--- config.mk ---
export PLATFORM = sky130hd
export DESIGN_NAME = slcr_regs
export DESIGN_NICKNAME = d
export VERILOG_FILES = /design/src/logic/slcr_pkg.sv /design/src/logic/slcr_blackout_timer.sv /design/src/logic/slcr_regs.sv
export VERILOG_INCLUDE_DIRS = /design/src /design/src/logic
export SDC_FILE = /design/constraint.sdc
export NUM_CORES = 1
export LEC_CHECK = 0
export BUFFER_PORTS_ARGS = -buffer_cell sky130_fd_sc_hd__buf_4
export CORE_MARGIN = 1.5
export CORE_UTILIZATION = 48
export CTS_CLUSTER_SIZE = 25
export DETAILED_ROUTE_END_ITERATION = 10
export PLACE_DENSITY_LB_ADDON = 0.05
export REMOVE_ABC_BUFFERS = 1
export SYNTH_ARGS = -nofsm -noshare
export SYNTH_HDL_FRONTEND = slang
export SYNTH_HIERARCHICAL = 1
export SYNTH_SLANG_ARGS = --single-unit
--- constraint.sdc ---
create_clock -name ref_clk -period 2.65 [get_ports ref_clk]
set_input_delay 0.265 -clock ref_clk [delete_from_list [all_inputs] [get_ports ref_clk]]
set_output_delay 0.265 -clock ref_clk [all_outputs]
set_load 0.01 [all_outputs]
--- src/logic/slcr_cfg.svh ---
// constants for the serial link configuration register bank
// Function
// - link control bit 7 starts or stops the serial link; resets to not auto-start pin.
// - reverse channel is unavailable for 350 us after the link starts or stops.
// - link control bit 4 selects sleep mode; reset value derived from two pins.
// - bits 3:2 pick base peripheral: 00 I2C, 01 UART, 10/11 off; reset 00.
// - link control bit 1 enables reverse channel reception; resets to 1.
// - link control bit 0 enables forward channel transmission; resets to 1.
// - drive bit 7 set omits register address in I2C conversion; resets to 0.
// - drive bits 5:4 pick swing 200/300/400 mV; 00 unused; resets to 11.
`ifndef SLCR_CFG_SVH
`define SLCR_CFG_SVH

// register indices; byte address is four times the index
`define SLCR_IDX_LINK_CONTROL 6'h04
`define SLCR_IDX_DRIVE_CONFIG 6'h05
`define SLCR_IDX_RESERVED_SIX 6'h06
`define SLCR_IDX_RESERVED_SEVEN 6'h07
`define SLCR_IDX_STATUS 6'h20

// reset values, pin-derived bits 7 and 4 of link control are zero here
`define SLCR_LINK_RST_BASE 8'h03
`define SLCR_DRIVE_RST 8'h70
`define SLCR_RESERVED_SIX_VAL 8'h40
`define SLCR_RESERVED_SEVEN_VAL 8'h22

// field codes
`define SLCR_BASE_I2C 2'h0
`define SLCR_BASE_UART 2'h1
`define SLCR_SWING_UNUSED 2'h0
`define SLCR_EMPH_OFF 4'h0
`define SLCR_EMPH_DEEMPH_MAX 4'h4
`define SLCR_EMPH_BOOST_MIN 4'h8

// axi responses
`define SLCR_RESP_OKAY 2'h0
`define SLCR_RESP_SLVERR 2'h2

// timing
`define SLCR_CLK_MHZ 125
`define SLCR_BLACKOUT_US 350

`endif

--- src/logic/slcr_pkg.sv ---
// types shared by the serial link configuration register bank
package slcr_pkg;

  typedef struct packed {
    logic serial_link_enable;
    logic config_link_enable;
    logic bit_sequence_test_enable;
    logic sleep_mode;
    logic [1:0] base_peripheral_select;
    logic reverse_channel_enable;
    logic forward_channel_enable;
  } slcr_link_ctrl_s;

  typedef struct packed {
    logic register_address_suppress;
    logic filter_pll_disable;
    logic [1:0] line_swing_level;
    logic [3:0] driver_emphasis_level;
  } slcr_drive_s;

  typedef struct packed {
    logic active;
    logic boost;
    logic [2:0] step;
    logic reserved_code;
  } slcr_emph_s;

  typedef enum logic [1:0] {
    SLCR_T_IDLE = 2'b01,
    SLCR_T_COUNT = 2'b10
  } slcr_timer_e;

endpackage : slcr_pkg

--- src/logic/slcr_blackout_timer.sv ---
// one-shot timer that marks the reverse channel unavailable
`timescale 1ns/1ps
module slcr_blackout_timer
  import slcr_pkg::*;
#(
  parameter int CYCLES = 43750
) (
  input wire logic ref_clk,
  input wire logic reset,
  input wire logic restart,
  output logic busy
);

  localparam int CW = $clog2(CYCLES + 1);
  localparam logic [CW-1:0] LAST = CW'(CYCLES - 1);

  slcr_timer_e state_ff;
  logic [CW-1:0] count_ff;

  // a new start or stop during the window restarts the full interval
  always_ff @(posedge ref_clk) begin
    if (reset) begin
      state_ff <= SLCR_T_IDLE;
    end else if (restart) begin
      state_ff <= SLCR_T_COUNT;
    end else begin
      unique case (state_ff)
        SLCR_T_IDLE: state_ff <= SLCR_T_IDLE;
        SLCR_T_COUNT: begin
          if (count_ff == LAST) begin
            state_ff <= SLCR_T_IDLE;
          end
        end
      endcase
    end
  end

  always_ff @(posedge ref_clk) begin
    if (reset || restart) begin
      count_ff <= '0;
    end else if (state_ff == SLCR_T_COUNT) begin
      count_ff <= count_ff + 1'b1;
    end
  end

  assign busy = (state_ff == SLCR_T_COUNT);

endmodule : slcr_blackout_timer

--- src/logic/slcr_regs.sv ---
// serial link configuration registers behind an axi4-lite slave
`timescale 1ns/1ps
`include "slcr_cfg.svh"
module slcr_regs
  import slcr_pkg::*;
#(
  parameter int BLACKOUT_CYCLES = `SLCR_BLACKOUT_US * `SLCR_CLK_MHZ
) (
  input wire logic ref_clk,
  input wire logic reset,
  input wire logic auto_start_pin,
  input wire logic control_direction_pin,
  input wire logic [7:0] s_axi_awaddr,
  input wire logic s_axi_awvalid,
  output logic s_axi_awready,
  input wire logic [31:0] s_axi_wdata,
  input wire logic [3:0] s_axi_wstrb,
  input wire logic s_axi_wvalid,
  output logic s_axi_wready,
  output logic [1:0] s_axi_bresp,
  output logic s_axi_bvalid,
  input wire logic s_axi_bready,
  input wire logic [7:0] s_axi_araddr,
  input wire logic s_axi_arvalid,
  output logic s_axi_arready,
  output logic [31:0] s_axi_rdata,
  output logic [1:0] s_axi_rresp,
  output logic s_axi_rvalid,
  input wire logic s_axi_rready,
  output slcr_link_ctrl_s link_cfg,
  output slcr_drive_s drive_cfg,
  output logic reverse_rx_enable,
  output logic reverse_blackout,
  output logic base_i2c_sel,
  output logic base_uart_sel,
  output logic line_swing_invalid,
  output slcr_emph_s emphasis
);

  // decode of a byte address into a known register
  function automatic logic idx_known(input logic [7:0] addr);
    logic [5:0] idx;
    idx = addr[7:2];
    return (idx == `SLCR_IDX_LINK_CONTROL) || (idx == `SLCR_IDX_DRIVE_CONFIG) ||
           (idx == `SLCR_IDX_RESERVED_SIX) || (idx == `SLCR_IDX_RESERVED_SEVEN) ||
           (idx == `SLCR_IDX_STATUS);
  endfunction : idx_known

  function automatic slcr_emph_s emph_decode(input logic [3:0] code);
    slcr_emph_s d;
    d = '0;
    if (code == `SLCR_EMPH_OFF) begin
      d = '0;
    end else if (code <= `SLCR_EMPH_DEEMPH_MAX) begin
      d.active = 1'b1;
      d.step = code[2:0];
    end else if (code >= `SLCR_EMPH_BOOST_MIN) begin
      d.active = 1'b1;
      d.boost = 1'b1;
      d.step = code[2:0];
    end else begin
      d.reserved_code = 1'b1;
    end
    return d;
  endfunction : emph_decode

  slcr_link_ctrl_s link_ff;
  slcr_drive_s drive_ff;
  logic aw_got_ff;
  logic w_got_ff;
  logic [7:0] awaddr_ff;
  logic [7:0] wdata_ff;
  logic wstrb0_ff;
  logic bvalid_ff;
  logic [1:0] bresp_ff;
  logic rvalid_ff;
  logic [31:0] rdata_ff;
  logic [1:0] rresp_ff;
  logic link_prev_ff;
  logic base_i2c_ff;
  logic base_uart_ff;
  logic swing_bad_ff;
  slcr_emph_s emph_ff;
  logic do_write;
  logic wr_link;
  logic wr_drive;
  logic link_toggle;
  logic busy;
  logic [7:0] rd_byte;
  logic [5:0] rd_idx;

  // write channel: address and data taken in either order, response after both
  assign s_axi_awready = !aw_got_ff && !bvalid_ff;
  assign s_axi_wready = !w_got_ff && !bvalid_ff;
  assign do_write = aw_got_ff && w_got_ff && !bvalid_ff;
  assign wr_link = do_write && wstrb0_ff && (awaddr_ff[7:2] == `SLCR_IDX_LINK_CONTROL);
  assign wr_drive = do_write && wstrb0_ff && (awaddr_ff[7:2] == `SLCR_IDX_DRIVE_CONFIG);

  always_ff @(posedge ref_clk) begin
    if (reset) begin
      aw_got_ff <= 1'b0;
      awaddr_ff <= 8'h00;
    end else if (s_axi_awvalid && s_axi_awready) begin
      aw_got_ff <= 1'b1;
      awaddr_ff <= s_axi_awaddr;
    end else if (do_write) begin
      aw_got_ff <= 1'b0;
    end
  end

  always_ff @(posedge ref_clk) begin
    if (reset) begin
      w_got_ff <= 1'b0;
      wdata_ff <= 8'h00;
      wstrb0_ff <= 1'b0;
    end else if (s_axi_wvalid && s_axi_wready) begin
      w_got_ff <= 1'b1;
      wdata_ff <= s_axi_wdata[7:0];
      wstrb0_ff <= s_axi_wstrb[0];
    end else if (do_write) begin
      w_got_ff <= 1'b0;
    end
  end

  always_ff @(posedge ref_clk) begin
    if (reset) begin
      bvalid_ff <= 1'b0;
      bresp_ff <= `SLCR_RESP_OKAY;
    end else if (do_write) begin
      bvalid_ff <= 1'b1;
      bresp_ff <= idx_known(awaddr_ff) ? `SLCR_RESP_OKAY : `SLCR_RESP_SLVERR;
    end else if (s_axi_bready) begin
      bvalid_ff <= 1'b0;
    end
  end

  assign s_axi_bvalid = bvalid_ff;
  assign s_axi_bresp = bresp_ff;

  // pin levels are caught while reset is held, so straps must be stable then
  always_ff @(posedge ref_clk) begin
    if (reset) begin
      link_ff <= slcr_link_ctrl_s'(`SLCR_LINK_RST_BASE);
      link_ff.serial_link_enable <= !auto_start_pin;
      link_ff.sleep_mode <= auto_start_pin && control_direction_pin;
    end else if (wr_link) begin
      link_ff <= slcr_link_ctrl_s'(wdata_ff);
    end
  end

  always_ff @(posedge ref_clk) begin
    if (reset) begin
      drive_ff <= slcr_drive_s'(`SLCR_DRIVE_RST);
    end else if (wr_drive) begin
      drive_ff <= slcr_drive_s'(wdata_ff);
    end
  end

  // link start or stop opens the reverse channel blackout
  always_ff @(posedge ref_clk) begin
    if (reset) begin
      link_prev_ff <= 1'b0;
    end else begin
      link_prev_ff <= link_ff.serial_link_enable;
    end
  end

  assign link_toggle = !reset && (link_prev_ff != link_ff.serial_link_enable);

  slcr_blackout_timer #(
    .CYCLES(BLACKOUT_CYCLES)
  ) u_blackout (
    .ref_clk(ref_clk),
    .reset(reset),
    .restart(link_toggle),
    .busy(busy)
  );

  // a reset-time link enable of 1 also counts as a start, since the previous value resets to 0
  assign reverse_blackout = busy;
  assign reverse_rx_enable = link_ff.reverse_channel_enable && !busy;

  // registered decodes keep the data outputs glitch free
  always_ff @(posedge ref_clk) begin
    if (reset) begin
      base_i2c_ff <= 1'b1; // select resets to the i2c code, so no false decode after reset
      base_uart_ff <= 1'b0;
      swing_bad_ff <= 1'b0;
      emph_ff <= '0;
    end else begin
      base_i2c_ff <= link_ff.base_peripheral_select == `SLCR_BASE_I2C;
      base_uart_ff <= link_ff.base_peripheral_select == `SLCR_BASE_UART;
      swing_bad_ff <= drive_ff.line_swing_level == `SLCR_SWING_UNUSED;
      emph_ff <= emph_decode(drive_ff.driver_emphasis_level);
    end
  end

  assign link_cfg = link_ff;
  assign drive_cfg = drive_ff;
  assign base_i2c_sel = base_i2c_ff;
  assign base_uart_sel = base_uart_ff;
  assign line_swing_invalid = swing_bad_ff;
  assign emphasis = emph_ff;

  // read channel
  assign s_axi_arready = !rvalid_ff;
  assign rd_idx = s_axi_araddr[7:2];

  always_comb begin
    rd_byte = 8'h00;
    unique case (rd_idx)
      `SLCR_IDX_LINK_CONTROL: rd_byte = link_ff;
      `SLCR_IDX_DRIVE_CONFIG: rd_byte = drive_ff;
      `SLCR_IDX_RESERVED_SIX: rd_byte = `SLCR_RESERVED_SIX_VAL;
      `SLCR_IDX_RESERVED_SEVEN: rd_byte = `SLCR_RESERVED_SEVEN_VAL;
      `SLCR_IDX_STATUS: rd_byte = {5'h00, emph_ff.reserved_code, swing_bad_ff, busy};
      default: rd_byte = 8'h00;
    endcase
  end

  always_ff @(posedge ref_clk) begin
    if (reset) begin
      rvalid_ff <= 1'b0;
      rdata_ff <= 32'h0000_0000;
      rresp_ff <= `SLCR_RESP_OKAY;
    end else if (s_axi_arvalid && s_axi_arready) begin
      rvalid_ff <= 1'b1;
      rdata_ff <= {24'h00_0000, rd_byte};
      rresp_ff <= idx_known(s_axi_araddr) ? `SLCR_RESP_OKAY : `SLCR_RESP_SLVERR;
    end else if (s_axi_rready) begin
      rvalid_ff <= 1'b0;
    end
  end

  assign s_axi_rvalid = rvalid_ff;
  assign s_axi_rdata = rdata_ff;
  assign s_axi_rresp = rresp_ff;

  // checks
  property p_link_reset_value;
    @(posedge ref_clk) $fell(reset) |-> link_ff.serial_link_enable == !$past(auto_start_pin);
  endproperty
  a_link_reset_value: assert property (p_link_reset_value) else $error("link enable reset value wrong");

  property p_link_write;
    @(posedge ref_clk) disable iff (reset)
      wr_link |=> link_ff.serial_link_enable == $past(wdata_ff[7]);
  endproperty
  a_link_write: assert property (p_link_write) else $error("link enable not written");

  property p_blackout_start;
    @(posedge ref_clk) disable iff (reset)
      $changed(link_ff.serial_link_enable) |-> ##1 (reverse_blackout && !reverse_rx_enable) [*8];
  endproperty
  a_blackout_start: assert property (p_blackout_start) else $error("reverse channel open after link change");

  property p_sleep_reset_value;
    @(posedge ref_clk) $fell(reset) |->
      link_ff.sleep_mode == ($past(auto_start_pin) && $past(control_direction_pin));
  endproperty
  a_sleep_reset_value: assert property (p_sleep_reset_value) else $error("sleep reset value wrong");

  property p_base_select;
    @(posedge ref_clk) disable iff (reset)
      ##1 (base_i2c_sel == ($past(link_ff.base_peripheral_select) == `SLCR_BASE_I2C)) &&
          (base_uart_sel == ($past(link_ff.base_peripheral_select) == `SLCR_BASE_UART));
  endproperty
  a_base_select: assert property (p_base_select) else $error("base peripheral decode wrong");

  property p_reverse_gate;
    @(posedge ref_clk) disable iff (reset)
      wr_link |=> reverse_rx_enable == ($past(wdata_ff[1]) && !reverse_blackout);
  endproperty
  a_reverse_gate: assert property (p_reverse_gate) else $error("reverse channel enabled wrongly");

  property p_ctrl_reset;
    @(posedge ref_clk) $fell(reset) |->
      link_cfg.forward_channel_enable && link_cfg.reverse_channel_enable &&
      !link_cfg.config_link_enable && !link_cfg.bit_sequence_test_enable &&
      link_cfg.base_peripheral_select == `SLCR_BASE_I2C;
  endproperty
  a_ctrl_reset: assert property (p_ctrl_reset) else $error("link control reset value wrong");

  property p_drive_reset;
    @(posedge ref_clk) $fell(reset) |->
      !drive_cfg.register_address_suppress && drive_cfg.filter_pll_disable &&
      drive_cfg.line_swing_level == 2'h3 && drive_cfg.driver_emphasis_level == `SLCR_EMPH_OFF;
  endproperty
  a_drive_reset: assert property (p_drive_reset) else $error("drive reset value wrong");

  property p_swing_flag;
    @(posedge ref_clk) disable iff (reset)
      wr_drive && wdata_ff[5:4] == `SLCR_SWING_UNUSED |-> ##2 line_swing_invalid;
  endproperty
  a_swing_flag: assert property (p_swing_flag) else $error("unused swing code not flagged");

  property p_emph_reserved;
    @(posedge ref_clk) disable iff (reset)
      wr_drive && wdata_ff[3:0] > `SLCR_EMPH_DEEMPH_MAX && wdata_ff[3:0] < `SLCR_EMPH_BOOST_MIN
        |-> ##2 emphasis.reserved_code && !emphasis.active;
  endproperty
  a_emph_reserved: assert property (p_emph_reserved) else $error("reserved emphasis not flagged");

  property p_write_resp;
    @(posedge ref_clk) disable iff (reset)
      do_write |=> s_axi_bvalid && !s_axi_awready && !s_axi_wready;
  endproperty
  a_write_resp: assert property (p_write_resp) else $error("write response missing");

endmodule : slcr_regs

==> impl_results.md <==
- Outcome: complete, but fails checks
- Failing checks: DRC
- # fillers: 614
- Syn Area/Cell: 8.84 sq um
- Die footprint: 0.00730 sq mm
- Fmax: 0.529 GHz
- Max-cap viol count: 0
- Clk buf depth: 2
- Diode count: 0
- Die width: 85.4 microns
- Vias in the first global route: 2397
- Met1 Track Usage GR: 25.1%
- DP Worst Slack: 0.760 ns
- Minimum hold slack: 0.153 ns
- Root Buffer: clkbuf_8
- Area Overhead vs Synth: 19.6%
- Critical Path Source Type: flip-flop
- EDFF count, synth: 2
- IO buf count: 71
- CP arrival: 1.94 ns
- Switch Pwr: 559 uW
- Req. time, crit path: 2.70 ns
- Drt initial violations: 162
- Ratio of cells with drive above 1 in the final layout: 22.8%
- Post-synthesis sequential area ratio: 45.4%
- Largest stage delay, worst path: 0.55 ns
- CTS tree: built
- Yosys reg bits: 73
- Cell area after layout: 0.00390 sq mm
- Synth Instances: 369
- First-pass GRT wire length: 11100 microns
- CORE AREA: 0.00646 sq mm
- Most Crowded Layer GR: met2
- Setup ws final: 0.758 ns
- Peak supply drop: 0.306 mV
- M3 GR Usage: 3.89%
- Crit-path slowest cell: nand4_1
- Mapped Area: 0.00326 sq mm
- Switching Fraction: 25.8%
- I/O pins: 129
- Worst Path Max Fanout: 11
- GRT Residual Overflow: 0
- Final Core Density: 60.4%
- Worst skew pair latency: 0.34 ns
- Starting density of the core: 50.5%
- Logic pwr share: 9.0%
- Initial antenna violation count: 0
- Hold_buf cts: 0
- Minimum clock period: 1.89 ns
- Fin nets: 497
- Post-synthesis async set-or-reset flop share: 0%
- GRT Total Usage: 19.2%
- Clock skew: 0.00509 ns
- Ys flop type: dfxtp_1
- Final Hold Viols: 0
- Kind of critical path: flip-flop to flip-flop
- Slew margin rel.: 59.8%
- Drt pass-1 iters: 7
- CTS resizes: 0
- Crit-path cells: nor4b_1 > nand4_1 > nand2_1
- Synth cell types: 55
- Row count: 29
- Post-DP HPWL: 4870 microns
- Setup TNS: 0 ns
- DR vias: 2643
- Final WL: 6780 microns
- Final ANT Viol Nets: 0
- DR DRC count: 4
- DR vias/cell: 5.12
- CTS H-tree depth: 3
- Yosys warns: 6
- Power Density: 555 mW/mm^2
- Worst-Margin Slew: 0.601 ns
- Largest net degree at the start of global routing: 30
- Period utilization: 71.4%
- Final Wtd Congestion: 0.814
- Drt wl/cell: 13.1 microns
- Kind of end point of the critical path: flip-flop
- Clk pwr share: 37.8%
- CTS Buf Count: 9
- Area of the multi-input gates: 0.00155 sq mm
- Register area: 0.00148 sq mm
- Clock tree sinks: 73
- Leading cell types in the layout, fill and taps excluded: 73 x buf_4, 71 x dfxtp_1, 57 x nor2_1
- Int Power: 1610 uW
- Postcts setup bufs: 0
- Met2 usage: 30.5%
- RSZ-0062 raised after global routing: no
- Most common cell after layout, fill and taps aside: buf_4
- Final number of setup-violating endpoints: 0
- Clk slew on worst S/H paths: 0.08 ns
- DP Area: 0.00371 sq mm
- Leak: 0.00167 uW
- Flop pwr share: 53.2%
- Max Slew Vio Count: 0
- Die Y: 85.4 microns
- Worst min path class: primary input to flip-flop
## registers in the layout (all words and copies together) (netlist names), 2 cells and up
signal	cells
u_blackout/count_ff	16
drive_cfg	8
link_cfg	8
s_axi_rdata	8
wdata_ff	8
awaddr_ff	6
emphasis	6
u_blackout/state_ff	2
## cell usage after synthesis, types with 3 or more instances
cell / count / area (sq um)
buf_4: 26 / 195
clkbuf_1: 9 / 33.8
nor3_1: 10 / 50.1
nand2_1: 31 / 116
o41ai_1: 3 / 26.3
buf_2: 6 / 30.0
dfxtp_1: 71 / 1420
mux2i_1: 19 / 190
inv_1: 9 / 33.8
xor2_1: 4 / 35.0
nor2b_1: 5 / 31.3
and2_1: 4 / 25.0
nor2_1: 57 / 214
a31oi_1: 3 / 18.8
a22oi_1: 6 / 45.0
nand4_1: 7 / 43.8
o21ai_0: 11 / 55.1
xnor2_1: 6 / 52.6
or4b_1: 3 / 30.0
a21oi_1: 25 / 125
nand2b_1: 4 / 25.0
nand3_1: 6 / 30.0
## cells by family after synthesis
logic type / Yosys count / share of synthesized area, %
AOI/OAI and AO/OA: 59 / 11.1
xor gates and xnor gates: 10 / 2.69
adders and majority gates: 2 / 0.767
buffers and inverters: 53 / 9.86
DFF: 73 / 45.4
muxes: 19 / 5.83
other: 1 / 0.115
and+or+nand+nor: 152 / 24.2
## final timing paths
kind                                from                     endpoint  slack, ns  cells after the start
max            awaddr_ff[5]$_SDFFE_PP0P_        link_cfg[7]$_DFFE_PP_       0.76                      3
min                      s_axi_awaddr[7]    awaddr_ff[7]$_SDFFE_PP0P_       0.15                      3
max reg2reg    awaddr_ff[5]$_SDFFE_PP0P_        link_cfg[7]$_DFFE_PP_       0.76                      3
min reg2reg  s_axi_rdata[0]$_SDFFE_PP0P_  s_axi_rdata[0]$_SDFFE_PP0P_       0.45                      2
## power groups by stage
stage | Clock (uW) | Combinational (uW) | Sequential, uW
2_1_floorplan | 0 | 103 | 1170
4_1_cts | 838 | 196 | 1150
3_3_place_gp | 0 | 193 | 1180
3_5_place_dp | 0 | 196 | 1180
6_report | 818 | 195 | 1150
5_1_grt | 891 | 220 | 1160
## worst max-delay path, delay by kind of cell (launching register included)
kind / cells / cell delay (ns)
flops: 1 / 0.34
simple gates: 3 / 1.26
## metal layers
metal / up-vias / routed length, microns
met5: - / 0
met4: 0 / 119
met3: 11 / 327
met2: 73 / 3150
met1: 1207 / 3190
li1: 1352 / -
## area by class of cell
type                       instances  area share (%)
tap                               77            2.47
sequential                        73            38.0
inverter                           9           0.866
multi-input combinational        268            39.8
timing repair buffer              73            14.0
clock buffer                      10            3.82
clock inverter                     6            1.06
## per-stage QoR
stage / power, uW / std cells
final: 2170 / 516
after floorplan: 1280 / 350
after global placement: 1370 / 500
after CTS: 2190 / 516
after global routing: 2270 / 516
after detailed placement: 1370 / 500
Note: power is estimated with default switching activity, not from simulation.
